[src/ffsr_pkg.sv]
// ffsr_pkg: shared constants and types of the fault record and status register block
// assumes: one 100 MHz clock, byte/word command port from the bus transaction engine
package ffsr_pkg;
  // ------------------------------------------------------------
  // command codes
  // ------------------------------------------------------------
  localparam logic [7:0] FFSR_CMD_STATUS_SUMMARY = 8'h78;
  localparam logic [7:0] FFSR_CMD_FAULT_SNAPSHOT = 8'hd8;
  localparam logic [7:0] FFSR_CMD_CLEAR_FAULTS = 8'h03;
  localparam logic [7:0] FFSR_CMD_STORE_ALL = 8'h11;
  localparam logic [7:0] FFSR_CMD_TAG_SUPPLIER = 8'h99;
  localparam logic [7:0] FFSR_CMD_TAG_MODEL = 8'h9a;
  localparam logic [7:0] FFSR_CMD_TAG_REVISION = 8'h9b;
  localparam logic [7:0] FFSR_CMD_TAG_DATE = 8'h9d;
  localparam logic [7:0] FFSR_CMD_STATUS_DETAIL = 8'he0;
  localparam logic [7:0] FFSR_PAGE_A = 8'h00;
  localparam logic [7:0] FFSR_PAGE_B = 8'h01;
  localparam logic [7:0] FFSR_PAGE_ALL = 8'hff;
  // ------------------------------------------------------------
  // field positions and values
  // ------------------------------------------------------------
  localparam int FFSR_CODE_A_LSB = 3;
  localparam int FFSR_CODE_B_LSB = 0;
  localparam int FFSR_BIT_OFF = 6;
  localparam int FFSR_BIT_VOUT_OV = 5;
  localparam int FFSR_BIT_IOUT_OC = 4;
  localparam int FFSR_BIT_VIN_UV = 3;
  localparam int FFSR_BIT_TEMP = 2;
  localparam int FFSR_BIT_CML = 1;
  localparam int FFSR_BIT_OTHER = 0;
  localparam logic [2:0] FFSR_CODE_NONE = 3'h0;
  localparam logic [7:0] FFSR_BYTE_ZERO = 8'h00;
  localparam logic [15:0] FFSR_TAG_SUPPLIER_RST = 16'h0001; // arbitrary value
  localparam logic [15:0] FFSR_TAG_MODEL_RST = 16'h0002; // arbitrary value
  localparam logic [15:0] FFSR_TAG_REVISION_RST = 16'h0003; // arbitrary value
  localparam logic [15:0] FFSR_TAG_DATE_RST = 16'h0004; // arbitrary value
  // ------------------------------------------------------------
  // timing
  // ------------------------------------------------------------
  localparam int FFSR_CLK_MHZ = 100;
  localparam int FFSR_STORE_MS = 100;
  localparam int FFSR_STORE_CYCLES = FFSR_STORE_MS * 1000 * FFSR_CLK_MHZ;
  // ------------------------------------------------------------
  // types
  // ------------------------------------------------------------
  typedef enum logic [2:0] {
    FFSR_FC_NONE = 3'h0,
    FFSR_FC_OV_IDLE = 3'h1,
    FFSR_FC_OV_RUN = 3'h2,
    FFSR_FC_IIN_OC = 3'h3,
    FFSR_FC_IOUT_OC = 3'h4,
    FFSR_FC_OT = 3'h5,
    FFSR_FC_STAGE = 3'h6,
    FFSR_FC_PIN_OP = 3'h7
  } ffsr_fault_code_t;
  typedef struct packed {
    logic wr;
    logic rd;
    logic word;
    logic [7:0] code;
    logic [15:0] data;
  } ffsr_cmd_t;
  // per channel raw events, one cycle or level, from the protection logic
  typedef struct packed {
    logic ov;
    logic iin_oc;
    logic iout_oc;
    logic ot;
    logic stage;
    logic pin_op;
    logic vin_uv;
    logic other;
    logic off;
  } ffsr_chan_evt_t;
  typedef struct packed {
    logic vout_ov;
    logic iout_oc;
    logic vin_uv;
    logic temp;
    logic cml;
    logic other;
  } ffsr_flags_t;
  typedef enum logic [1:0] {
    FFSR_ST_IDLE = 2'b01,
    FFSR_ST_STORE = 2'b10
  } ffsr_state_t;
endpackage

[src/ffsr_first_fault.sv]
// ffsr_first_fault: one channel of the first fault recorder
// assumes: events synchronous to clk_i, load from the storage shadow after reset
`timescale 1ns/1ps
`default_nettype none
module ffsr_first_fault
  import ffsr_pkg::*;
(
  input wire logic clk_i,
  input wire logic nrst_i,
  input wire logic en_i,
  input wire logic load_i,
  input wire logic [2:0] load_val_i,
  input wire logic clr_i,
  input wire logic converting_i,
  input wire ffsr_chan_evt_t evt_i,
  output logic [2:0] code_o
);
  // ------------------------------------------------------------
  // priority encode of simultaneous events
  // ------------------------------------------------------------
  function automatic logic [2:0] ffsr_encode(input ffsr_chan_evt_t e, input logic run);
    logic [2:0] c;
    c = FFSR_FC_NONE;
    if (e.pin_op) c = FFSR_FC_PIN_OP;
    if (e.stage) c = FFSR_FC_STAGE;
    if (e.ot) c = FFSR_FC_OT;
    if (e.iin_oc) c = FFSR_FC_IIN_OC;
    if (e.iout_oc) c = FFSR_FC_IOUT_OC;
    if (e.ov) c = run ? FFSR_FC_OV_RUN : FFSR_FC_OV_IDLE;
    return c;
  endfunction

  logic [2:0] code_r;
  logic [2:0] hit;
  assign hit = ffsr_encode(evt_i, converting_i);

  // capture is never gated by conversion state
  always_ff @(posedge clk_i or negedge nrst_i) begin
    if (!nrst_i) begin
      code_r <= FFSR_CODE_NONE;
    end else if (en_i) begin
      if (load_i) begin
        code_r <= load_val_i;
      end else if ((code_r == FFSR_CODE_NONE || clr_i) && hit != FFSR_CODE_NONE) begin
        code_r <= hit; // a fault beats a clear in the same cycle
      end else if (clr_i) begin
        code_r <= FFSR_CODE_NONE;
      end
    end
  end
  assign code_o = code_r;
endmodule
`default_nettype wire

[src/ffsr_flag_bank.sv]
// ffsr_flag_bank: latched summary flags for one channel
// assumes: conditions are same-clock levels or pulses
`timescale 1ns/1ps
`default_nettype none
module ffsr_flag_bank
  import ffsr_pkg::*;
(
  input wire logic clk_i,
  input wire logic nrst_i,
  input wire logic en_i,
  input wire ffsr_flags_t set_i,
  input wire ffsr_flags_t clr_i,
  input wire logic clr_all_i,
  output ffsr_flags_t flags_o
);
  ffsr_flags_t flags_r;
  // set wins over any clear so no event is lost
  always_ff @(posedge clk_i or negedge nrst_i) begin
    if (!nrst_i) begin
      flags_r <= '0;
    end else if (en_i) begin
      flags_r <= set_i | (flags_r & ~(clr_i | {6{clr_all_i}}));
    end
  end
  assign flags_o = flags_r;
endmodule
`default_nettype wire

[src/ffsr_top.sv]
// ffsr_top: fault snapshot, board tags and paged status summary of a dual channel controller
// assumes: a bus transaction engine delivers decoded byte/word commands on cmd_i,
// reads are answered one cycle later on rdata_o with rvalid_o
// Summary of operation
// - snapshot read returns live record; zero means nothing captured since clear
// - snapshot at d8h, byte access only, ignores the page
// - snapshot bits 7:6 read zero and cannot be written
// - channel a code in 5:3, channel b in 2:0, loaded at power-up
// - only the first fault per channel is kept, until cleared
// - non-zero snapshot write ignored, sets the paged channel's communication flag and alert
// - fault code encoding from none through input overpower warning
// - four 16-bit writable tags, reset to default identity values on nrst, not saved by commit
// - status flags latch until clear-all command or write of one
// - status byte is read-only, paged: 00h a, 01h b, ffh a
// - status bit 7 busy always reads zero
// - status bit 6 live, set when channel delivers no power
// - status bit 5 latched output overvoltage
// - status bit 4 latched output overcurrent
// - status bit 3 latched input undervoltage
// - status bit 2 latched overtemperature fault or warning
// - status bit 1 latched communication, memory or logic fault
// - status bit 0 flags any other fault or warning
// - writing ones to detail (e0h) clears the matching summary bits
// - any write to the status byte is an invalid transaction
// - first fault capture active whether or not converting
// - commit writes the fault record to storage, host waits about 100 ms
`timescale 1ns/1ps
`default_nettype none
module ffsr_top
  import ffsr_pkg::*;
#(
  parameter int STORE_CYCLES = FFSR_STORE_CYCLES
)(
  input wire logic clk_i,
  input wire logic nrst_i,
  input wire logic en_i,
  input wire logic por_i,
  input wire ffsr_cmd_t cmd_i,
  input wire logic [7:0] page_i,
  input wire logic converting_a_i,
  input wire logic converting_b_i,
  input wire ffsr_chan_evt_t evt_a_i,
  input wire ffsr_chan_evt_t evt_b_i,
  output logic [15:0] rdata_o,
  output logic rvalid_o,
  output logic host_alert_output_o,
  output logic store_busy_o,
  output logic [15:0] status_word_cml_o
);
  // ------------------------------------------------------------
  // decode
  // ------------------------------------------------------------
  function automatic logic is_cmd(input ffsr_cmd_t c, input logic [7:0] code);
    return c.code == code;
  endfunction
  // next value of a latched bit: set beats clear so no event is lost
  function automatic logic flag_nxt(input logic set, input logic cur, input logic clr);
    return set || (cur && !clr);
  endfunction

  logic chan_b_sel;
  logic wr_snap;
  logic wr_snap_bad;
  logic wr_status_bad;
  logic wr_detail;
  logic clear_all;
  logic store_req;
  logic cml_evt;
  logic [7:0] wsel_mask;
  ffsr_state_t state_r;

  assign chan_b_sel = (page_i == FFSR_PAGE_B); // 00h and ffh both select a
  assign wr_snap = cmd_i.wr && !cmd_i.word && is_cmd(cmd_i, FFSR_CMD_FAULT_SNAPSHOT);
  assign wr_snap_bad = wr_snap && (cmd_i.data[7:0] != FFSR_BYTE_ZERO);
  // word access to the byte-only register is also refused
  assign wr_status_bad = cmd_i.wr && is_cmd(cmd_i, FFSR_CMD_STATUS_SUMMARY);
  assign wr_detail = cmd_i.wr && is_cmd(cmd_i, FFSR_CMD_STATUS_DETAIL);
  assign clear_all = cmd_i.wr && is_cmd(cmd_i, FFSR_CMD_CLEAR_FAULTS);
  assign store_req = cmd_i.wr && is_cmd(cmd_i, FFSR_CMD_STORE_ALL) && (state_r == FFSR_ST_IDLE);
  assign cml_evt = wr_snap_bad || wr_status_bad
    || (cmd_i.wr && cmd_i.word && is_cmd(cmd_i, FFSR_CMD_FAULT_SNAPSHOT));
  assign wsel_mask = cmd_i.data[7:0];

  // ------------------------------------------------------------
  // power-up reload and storage commit
  // ------------------------------------------------------------
  logic [31:0] store_cnt_r;
  logic [5:0] shadow_r;
  logic load_r;
  logic por_s1_r;
  logic por_s2_r;

  // por is a pin: two stages before use
  always_ff @(posedge clk_i or negedge nrst_i) begin
    if (!nrst_i) begin
      por_s1_r <= 1'b1;
      por_s2_r <= 1'b1;
    end else if (en_i) begin
      por_s1_r <= por_i;
      por_s2_r <= por_s1_r;
    end
  end

  // reload after every reset release and on power-up strobe
  always_ff @(posedge clk_i or negedge nrst_i) begin
    if (!nrst_i) begin
      load_r <= 1'b1;
    end else if (en_i) begin
      load_r <= por_s2_r;
    end
  end

  // shadow models the storage array: survives nrst and por, only a commit writes it
  logic [5:0] live_codes;
  always_ff @(posedge clk_i) begin
    if (en_i && store_req) begin
      shadow_r <= live_codes;
    end
  end

  always_ff @(posedge clk_i or negedge nrst_i) begin
    if (!nrst_i) begin
      state_r <= FFSR_ST_IDLE;
      store_cnt_r <= '0;
    end else if (en_i) begin
      unique case (state_r)
        FFSR_ST_IDLE: begin
          if (store_req) begin
            state_r <= FFSR_ST_STORE;
            store_cnt_r <= 32'(STORE_CYCLES - 1);
          end
        end
        FFSR_ST_STORE: begin
          if (store_cnt_r == '0) begin
            state_r <= FFSR_ST_IDLE;
          end else begin
            store_cnt_r <= store_cnt_r - 32'h0000_0001;
          end
        end
        default: state_r <= FFSR_ST_IDLE;
      endcase
    end
  end

  // ------------------------------------------------------------
  // first fault recorders
  // ------------------------------------------------------------
  logic [2:0] code_a;
  logic [2:0] code_b;
  logic snap_clr;
  // a zero write clears both fields; non-zero is dropped whole
  assign snap_clr = wr_snap && !wr_snap_bad;

  ffsr_first_fault u_rec_a (
    .clk_i(clk_i),
    .nrst_i(nrst_i),
    .en_i(en_i),
    .load_i(load_r),
    .load_val_i(shadow_r[5:3]),
    .clr_i(snap_clr),
    .converting_i(converting_a_i),
    .evt_i(evt_a_i),
    .code_o(code_a)
  );
  ffsr_first_fault u_rec_b (
    .clk_i(clk_i),
    .nrst_i(nrst_i),
    .en_i(en_i),
    .load_i(load_r),
    .load_val_i(shadow_r[2:0]),
    .clr_i(snap_clr),
    .converting_i(converting_b_i),
    .evt_i(evt_b_i),
    .code_o(code_b)
  );
  assign live_codes = {code_a, code_b};

  // ------------------------------------------------------------
  // board tags
  // ------------------------------------------------------------
  logic [15:0] tag_r [4];
  logic [1:0] tag_idx;
  logic tag_hit;
  always_comb begin
    tag_idx = 2'd0;
    tag_hit = 1'b1;
    unique case (cmd_i.code)
      FFSR_CMD_TAG_SUPPLIER: tag_idx = 2'd0;
      FFSR_CMD_TAG_MODEL: tag_idx = 2'd1;
      FFSR_CMD_TAG_REVISION: tag_idx = 2'd2;
      FFSR_CMD_TAG_DATE: tag_idx = 2'd3;
      default: tag_hit = 1'b0;
    endcase
  end
  always_ff @(posedge clk_i or negedge nrst_i) begin
    if (!nrst_i) begin
      tag_r[0] <= FFSR_TAG_SUPPLIER_RST;
      tag_r[1] <= FFSR_TAG_MODEL_RST;
      tag_r[2] <= FFSR_TAG_REVISION_RST;
      tag_r[3] <= FFSR_TAG_DATE_RST;
    end else if (en_i && cmd_i.wr && cmd_i.word && tag_hit) begin
      tag_r[tag_idx] <= cmd_i.data;
    end
  end

  // ------------------------------------------------------------
  // summary flags
  // ------------------------------------------------------------
  ffsr_flags_t set_a;
  ffsr_flags_t set_b;
  ffsr_flags_t clr_a;
  ffsr_flags_t clr_b;
  ffsr_flags_t flags_a;
  ffsr_flags_t flags_b;
  function automatic ffsr_flags_t to_flags(input ffsr_chan_evt_t e, input logic cml);
    ffsr_flags_t f;
    f.vout_ov = e.ov;
    f.iout_oc = e.iout_oc;
    f.vin_uv = e.vin_uv;
    f.temp = e.ot;
    f.cml = cml;
    f.other = e.other || e.iin_oc || e.stage || e.pin_op;
    return f;
  endfunction
  // communication fault lands on the page that was addressed
  assign set_a = to_flags(evt_a_i, cml_evt && !chan_b_sel);
  assign set_b = to_flags(evt_b_i, cml_evt && chan_b_sel);
  // detail write: ones clear the matching summary bits on the paged channel
  assign clr_a = (wr_detail && !chan_b_sel) ? ffsr_flags_t'(wsel_mask[5:0]) : '0;
  assign clr_b = (wr_detail && chan_b_sel) ? ffsr_flags_t'(wsel_mask[5:0]) : '0;

  ffsr_flag_bank u_flags_a (
    .clk_i(clk_i),
    .nrst_i(nrst_i),
    .en_i(en_i),
    .set_i(set_a),
    .clr_i(clr_a),
    .clr_all_i(clear_all),
    .flags_o(flags_a)
  );
  ffsr_flag_bank u_flags_b (
    .clk_i(clk_i),
    .nrst_i(nrst_i),
    .en_i(en_i),
    .set_i(set_b),
    .clr_i(clr_b),
    .clr_all_i(clear_all),
    .flags_o(flags_b)
  );

  // ------------------------------------------------------------
  // read path and outputs
  // ------------------------------------------------------------
  function automatic logic [7:0] status_byte(input ffsr_flags_t f, input logic off);
    logic [7:0] b;
    b = FFSR_BYTE_ZERO; // busy bit stays zero
    b[FFSR_BIT_OFF] = off; // live, not latched
    b[FFSR_BIT_VOUT_OV] = f.vout_ov;
    b[FFSR_BIT_IOUT_OC] = f.iout_oc;
    b[FFSR_BIT_VIN_UV] = f.vin_uv;
    b[FFSR_BIT_TEMP] = f.temp;
    b[FFSR_BIT_CML] = f.cml;
    b[FFSR_BIT_OTHER] = f.other;
    return b;
  endfunction

  logic [15:0] rd_nxt;
  always_comb begin
    rd_nxt = '0;
    if (is_cmd(cmd_i, FFSR_CMD_FAULT_SNAPSHOT) && !cmd_i.word) begin
      rd_nxt = {8'h00, 2'b00, code_a, code_b};
    end else if (is_cmd(cmd_i, FFSR_CMD_STATUS_SUMMARY) && !cmd_i.word) begin
      rd_nxt = {8'h00, chan_b_sel ? status_byte(flags_b, evt_b_i.off)
                                  : status_byte(flags_a, evt_a_i.off)};
    end else if (tag_hit && cmd_i.word) begin
      rd_nxt = tag_r[tag_idx];
    end
  end

  logic alert_r;
  always_ff @(posedge clk_i or negedge nrst_i) begin
    if (!nrst_i) begin
      rdata_o <= '0;
      rvalid_o <= 1'b0;
    end else if (en_i) begin
      rvalid_o <= cmd_i.rd;
      if (cmd_i.rd) begin
        rdata_o <= rd_nxt;
      end
    end
  end

  // alert held until clear-all; a new invalid write wins over the clear
  always_ff @(posedge clk_i or negedge nrst_i) begin
    if (!nrst_i) begin
      alert_r <= 1'b0;
    end else if (en_i) begin
      alert_r <= flag_nxt(cml_evt, alert_r, clear_all);
    end
  end
  assign host_alert_output_o = alert_r;

  always_ff @(posedge clk_i or negedge nrst_i) begin
    if (!nrst_i) begin
      store_busy_o <= 1'b0;
      status_word_cml_o <= '0;
    end else if (en_i) begin
      store_busy_o <= store_req || (state_r == FFSR_ST_STORE && store_cnt_r != '0);
      // built from next flag values so the word changes with the flag bank, not a cycle late
      status_word_cml_o <= {14'h0000,
                            flag_nxt(set_b.cml, flags_b.cml, clr_b.cml || clear_all),
                            flag_nxt(set_a.cml, flags_a.cml, clr_a.cml || clear_all)};
    end
  end
endmodule
`default_nettype wire

[config.mk]
export PLATFORM = sky130hd
export DESIGN_NAME = ffsr_top
export DESIGN_NICKNAME = d
export VERILOG_FILES = /design/src/ffsr_pkg.sv /design/src/ffsr_first_fault.sv /design/src/ffsr_flag_bank.sv /design/src/ffsr_top.sv
export SDC_FILE = /design/constraint.sdc
export NUM_CORES = 1
export LEC_CHECK = 0
export ABC_CLOCK_PERIOD_IN_PS = 4800
export BUFFER_PORTS_ARGS = -buffer_cell sky130_fd_sc_hd__buf_2
export CORE_ASPECT_RATIO = 1.75
export CORE_MARGIN = 2
export CORE_UTILIZATION = 50
export CTS_BUF_LIST = sky130_fd_sc_hd__clkbuf_2
export DETAILED_ROUTE_END_ITERATION = 10
export PLACE_DENSITY = 0.71
export REMOVE_ABC_BUFFERS = 1
export SYNTH_ARGS = -nofsm -noshare
export SYNTH_HDL_FRONTEND = slang
export SYNTH_SLANG_ARGS = --single-unit
export TNS_END_PERCENT = 10
[constraint.sdc]
create_clock -name clk_i -period 4.8 [get_ports clk_i]
set_clock_uncertainty 0.1 [all_clocks]
set_input_delay 0.96 -clock clk_i [delete_from_list [all_inputs] [get_ports clk_i]]
set_output_delay 0.96 -clock clk_i [all_outputs]
set_load 0.1 [all_outputs]
==> report_table.html <==
<table>
<tr><th>Metric</th><th>Value</th></tr>
<tr><th colspan="2">Outcome</th></tr>
<tr><td>Run status</td><td>finished, final reports clean</td></tr>
<tr><th colspan="2">Synthesis</th></tr>
<tr><td>Total standard cell area after synthesis</td><td>7228 µm²</td></tr>
<tr><td>Synthesis warning total</td><td>0</td></tr>
<tr><td>Flip-flop and latch count after synthesis</td><td>144</td></tr>
<tr><td>Post-synth EDFFs</td><td>6</td></tr>
<tr><td>Fraction of synthesis flops using an asynchronous set or reset pin</td><td>95.83%</td></tr>
<tr><td>Average instance area after synthesis</td><td>11.44 µm²</td></tr>
<tr><td>Most frequently used flop master after synthesis</td><td>sky130_fd_sc_hd__dfrtp_1</td></tr>
<tr><td>Sequential element share of the synthesized area</td><td>50.42%</td></tr>
<tr><td>Number of distinct library cells after synthesis</td><td>68</td></tr>
<tr><td>Number of cells produced by synthesis</td><td>632</td></tr>
<tr><th colspan="2">Critical path</th></tr>
<tr><td>Startpoint type of the worst setup path</td><td>register</td></tr>
<tr><td>Setup CP Type</td><td>register to register</td></tr>
<tr><td>CP endpoint kind</td><td>register</td></tr>
<tr><td>Library cell contributing the largest single delay on the critical path</td><td>sky130_fd_sc_hd__o31ai_4</td></tr>
<tr><td>Arrival time at the worst endpoint</td><td>3.63 ns</td></tr>
<tr><td>Crit path largest cell delay</td><td>0.93 ns</td></tr>
<tr><td>Worst-case register-to-register setup slack</td><td>1.69 ns</td></tr>
<tr><td>Maximum fanout count along the critical path</td><td>26</td></tr>
<tr><td>Ordered list of cells on the worst path</td><td>inv_1, ha_1, nor4b_2, nand4_1, o31ai_4, or4_1, mux2i_1</td></tr>
<tr><td>CP Data Required Time</td><td>5.32 ns</td></tr>
<tr><th colspan="2">STA</th></tr>
<tr><td>RSZ-0062 raised after global routing</td><td>no</td></tr>
<tr><td>Final slew viol count</td><td>0</td></tr>
<tr><td>Minimum clock period</td><td>3.109 ns</td></tr>
<tr><td>Final-report hold violation count</td><td>0</td></tr>
<tr><td>Total negative slack for setup checks</td><td>0 ns</td></tr>
<tr><td>Slew of the pin with the lowest slew margin</td><td>1.084 ns</td></tr>
<tr><td>Highest attainable clock frequency</td><td>321.7 MHz</td></tr>
<tr><td>Max-slew headroom</td><td>25.84%</td></tr>
<tr><td>Period Utilization, post-route</td><td>64.77%</td></tr>
<tr><td>Final-report setup violation count</td><td>0</td></tr>
<tr><th colspan="2">Clocking</th></tr>
<tr><td>CTS Buffer Depth</td><td>2</td></tr>
<tr><td>CTS Hold Buffers Added</td><td>0</td></tr>
<tr><td>Clock tree from TritonCTS</td><td>built</td></tr>
<tr><td>Number of buffers inserted during clock tree synthesis</td><td>17</td></tr>
<tr><td>Worst-Skew Late Latency</td><td>0.67 ns</td></tr>
<tr><td>Root Buffer</td><td>sky130_fd_sc_hd__clkbuf_2</td></tr>
<tr><td>TritonCTS sink count</td><td>144</td></tr>
<tr><td>H-Tree Level Count</td><td>4</td></tr>
<tr><td>Post-CTS Repair Setup Buffers</td><td>0</td></tr>
<tr><td>Clock Pin Slew Worst Setup and Hold Paths</td><td>0.24 ns</td></tr>
<tr><td>Number of instances resized during post-cts repair</td><td>0</td></tr>
<tr><th colspan="2">Pwr</th></tr>
<tr><td>Clock Power Share</td><td>29.7%</td></tr>
<tr><td>Leakage Power</td><td>3.662 nW</td></tr>
<tr><td>P_sw</td><td>0.0008537 W</td></tr>
<tr><td>Internal Dissipation</td><td>0.001710 W</td></tr>
<tr><td>Combinational cell fraction of total power</td><td>16.4%</td></tr>
<tr><td>Switching Fraction</td><td>33.30%</td></tr>
<tr><td>Highest ir drop seen on vdd</td><td>0.0001532 V</td></tr>
<tr><td>Pwr/cell area</td><td>323.5 nW/µm²</td></tr>
<tr><td>Sequential group share of total power</td><td>53.9%</td></tr>
<tr><th colspan="2">Route</th></tr>
<tr><td>Drt first pass iters</td><td>5</td></tr>
<tr><td>Vias</td><td>5,580</td></tr>
<tr><td>Routed length per placed instance</td><td>20.35 µm</td></tr>
<tr><td>Post-detailed-route count of antenna-violating nets</td><td>0</td></tr>
<tr><td>Number of remaining DRC errors</td><td>0</td></tr>
<tr><td>Post-detailed-routing wire length</td><td>18,230 µm</td></tr>
<tr><td>Detailed Route Iter0 Violations</td><td>335</td></tr>
<tr><td>Via density</td><td>6.228</td></tr>
<tr><th colspan="2">Place</th></tr>
<tr><td>Placed wire-length estimate after detailed placement</td><td>13,110 µm</td></tr>
<tr><td>Gp weighted congestion</td><td>0.9479</td></tr>
<tr><td>Post-DP Area</td><td>7655 µm²</td></tr>
<tr><td>Port-buffer cells</td><td>79</td></tr>
<tr><th colspan="2">GRT</th></tr>
<tr><td>Overall Global Routing Usage</td><td>24.17%</td></tr>
<tr><td>Number of antenna violations at the first check in global routing</td><td>1</td></tr>
<tr><td>Wire length of the first global-routing pass</td><td>28,580 µm</td></tr>
<tr><td>Pin count of the biggest net entering global routing</td><td>111</td></tr>
<tr><td>Vias in the first global route</td><td>5,687</td></tr>
<tr><td>Remaining Overflow, GRT</td><td>0</td></tr>
<tr><th colspan="2">Hold path</th></tr>
<tr><td>HP Class</td><td>primary input to asynchronous set/reset pin</td></tr>
<tr><th colspan="2">Layout</th></tr>
<tr><td>Fraction of the core area covered by cells at the end of the flow</td><td>55.72%</td></tr>
<tr><td>Area growth syn-to-layout</td><td>9.642%</td></tr>
<tr><td>Area of all placed cells without fillers</td><td>7925 µm²</td></tr>
<tr><td>Number of nets in the layout</td><td>762</td></tr>
<tr><td>Proportion of layout cells with a drive suffix above 1</td><td>27.97%</td></tr>
<tr><td>FILL cells</td><td>1,282</td></tr>
<tr><th colspan="2">Floorplanning</th></tr>
<tr><td>Die Y</td><td>163.1 µm</td></tr>
<tr><td>Total die area</td><td>15,470 µm²</td></tr>
<tr><td>Width of the die</td><td>94.89 µm</td></tr>
<tr><td>Number of top-level pins</td><td>94</td></tr>
<tr><td>Starting density of the core</td><td>50.82%</td></tr>
<tr><td>Site Rows</td><td>58</td></tr>
<tr><td>Floorplan core area</td><td>14,220 µm²</td></tr>
<tr><th colspan="2">Run</th></tr>
<tr><td>Maximum Capacitance Violations</td><td>0</td></tr>
</table>
-- final timing paths --
path                                startpoint  depth (start not counted)               to
worst max-delay path            store_cnt_r[0]                          7  store_cnt_r[16]
worst min-delay path                    nrst_i                          1         rvalid_o
worst max register to register  store_cnt_r[0]                          7  store_cnt_r[16]
worst min register to register      rdata_o[7]                          2       rdata_o[7]
max in group asynchronous               nrst_i                          2         tag_r[7]
min in group clk_i                       por_i                          2         por_s1_r
-- per-layer routing --
metal  global-route usage (%)  part of all wire, %  up-vias
met5                        0                    0        -
met4                    12.98                  4.6        0
met3                    4.197                  4.1       44
met2                    43.84                   54      184
met1                    26.10                   37     2793
li1                         -                    -     2559
-- cells by family after synthesis --
kind of cell / after synthesis / synth area share (%)
other cells: 1 / 0.05188
flops: 144 / 50.42
simple gates: 198 / 16.38
mux: 94 / 14.18
compound gates: 143 / 14.68
fa+ha+maj: 1 / 0.1731
buf+inv: 51 / 4.120
-- layout make-up --
cell class | instances | area, µm² | share of cell area, %
clock inverter | 14 | 177.7 | 2.242
multi-input combinational | 450 | 3334 | 42.07
antenna | 1 | 2.502 | 0.03158
sequential | 144 | 3645 | 45.99
timing repair buffer | 82 | 424.2 | 5.352
inverter | 7 | 26.28 | 0.3315
tap | 180 | 225.2 | 2.842
clock buffer | 18 | 90.09 | 1.137
-- cells in the mapped netlist, types with 11 or more instances --
cell type,n,area share [%]
sky130_fd_sc_hd__buf_4,19,2.0
sky130_fd_sc_hd__nand3_1,15,1.0
sky130_fd_sc_hd__nand2b_1,11,0.95
sky130_fd_sc_hd__a221oi_1,16,1.9
sky130_fd_sc_hd__mux2_2,54,8.4
sky130_fd_sc_hd__nor2_1,34,1.8
sky130_fd_sc_hd__o21ai_0,19,1.3
sky130_fd_sc_hd__clkbuf_1,16,0.83
sky130_fd_sc_hd__nor3_1,21,1.5
sky130_fd_sc_hd__mux2i_1,27,3.7
sky130_fd_sc_hd__or3_1,13,1.1
sky130_fd_sc_hd__mux2_1,13,2.0
sky130_fd_sc_hd__a21oi_1,26,1.8
sky130_fd_sc_hd__nand2_1,38,2.0
sky130_fd_sc_hd__dfrtp_1,129,45
-- critical path, delay by kind of cell, from the launching register on --
family | cells | cell delay [ns]
AO/OA/AOI/OAI | 1 | 0.93
AND/OR/NAND/NOR | 3 | 1.05
multiplexers | 1 | 0.18
buffers and inverters | 1 | 0.08
adder cells (fa/ha/maj) | 1 | 0.25
flip-flops | 1 | 0.48
-- sequential cells by signal (all words and copies together) (netlist names), 2 cells and up --
name,flops
rdata_o,16
shadow_r,6
state_r,2
store_cnt_r,32
tag_r,64
u_flags_a.flags_o,5
u_flags_b.flags_o,6
u_rec_a.code_o,3
u_rec_b.code_o,3
-- per-stage QoR --
step	hold slack [ns]	instances	worst slack, ns	total power, W
floorplan	0.3460	601	1.626	0.001642
global placement	0.3603	863	1.327	0.001806
detailed placement	0.3647	863	1.212	0.001824
CTS	0.2584	895	1.699	0.002589
global route	0.2269	896	1.487	0.002681
finish	0.2196	896	1.691	0.002564
-- cell usage in the layout, fill, tap and decap left out, types with 8 or more instances in the layout --
cell	count
sky130_fd_sc_hd__dfrtp_1	129
sky130_fd_sc_hd__conb_1	14
sky130_fd_sc_hd__o41ai_1	8
sky130_fd_sc_hd__nor3_1	21
sky130_fd_sc_hd__nor2_1	34
sky130_fd_sc_hd__nand2_1	38
sky130_fd_sc_hd__dfstp_2	9
sky130_fd_sc_hd__buf_2	78
sky130_fd_sc_hd__clkbuf_2	18
sky130_fd_sc_hd__o21ai_0	19
sky130_fd_sc_hd__a221oi_1	16
sky130_fd_sc_hd__or3_1	13
sky130_fd_sc_hd__a32o_1	10
sky130_fd_sc_hd__or4_1	9
sky130_fd_sc_hd__mux2_2	54
sky130_fd_sc_hd__nand3_1	15
sky130_fd_sc_hd__mux2_1	13
sky130_fd_sc_hd__o31ai_1	10
sky130_fd_sc_hd__a21oi_1	26
sky130_fd_sc_hd__mux2i_1	27
sky130_fd_sc_hd__nand2b_1	11
-- power by group through the flow --
| stage | Clock [W] | Sequential (W) | Combinational [W] |
|---|---|---|---|
| 6_report | 0.000762 | 0.00138 | 0.000421 |
| 3_3_place_gp | 0 | 0.00140 | 0.000407 |
| 2_1_floorplan | 0 | 0.00142 | 0.000218 |
| 4_1_cts | 0.000786 | 0.00138 | 0.000423 |
| 3_5_place_dp | 0 | 0.00140 | 0.000421 |
| 5_1_grt | 0.000841 | 0.00139 | 0.000452 |
No activity file was read; power rests on OpenSTA's default activity.
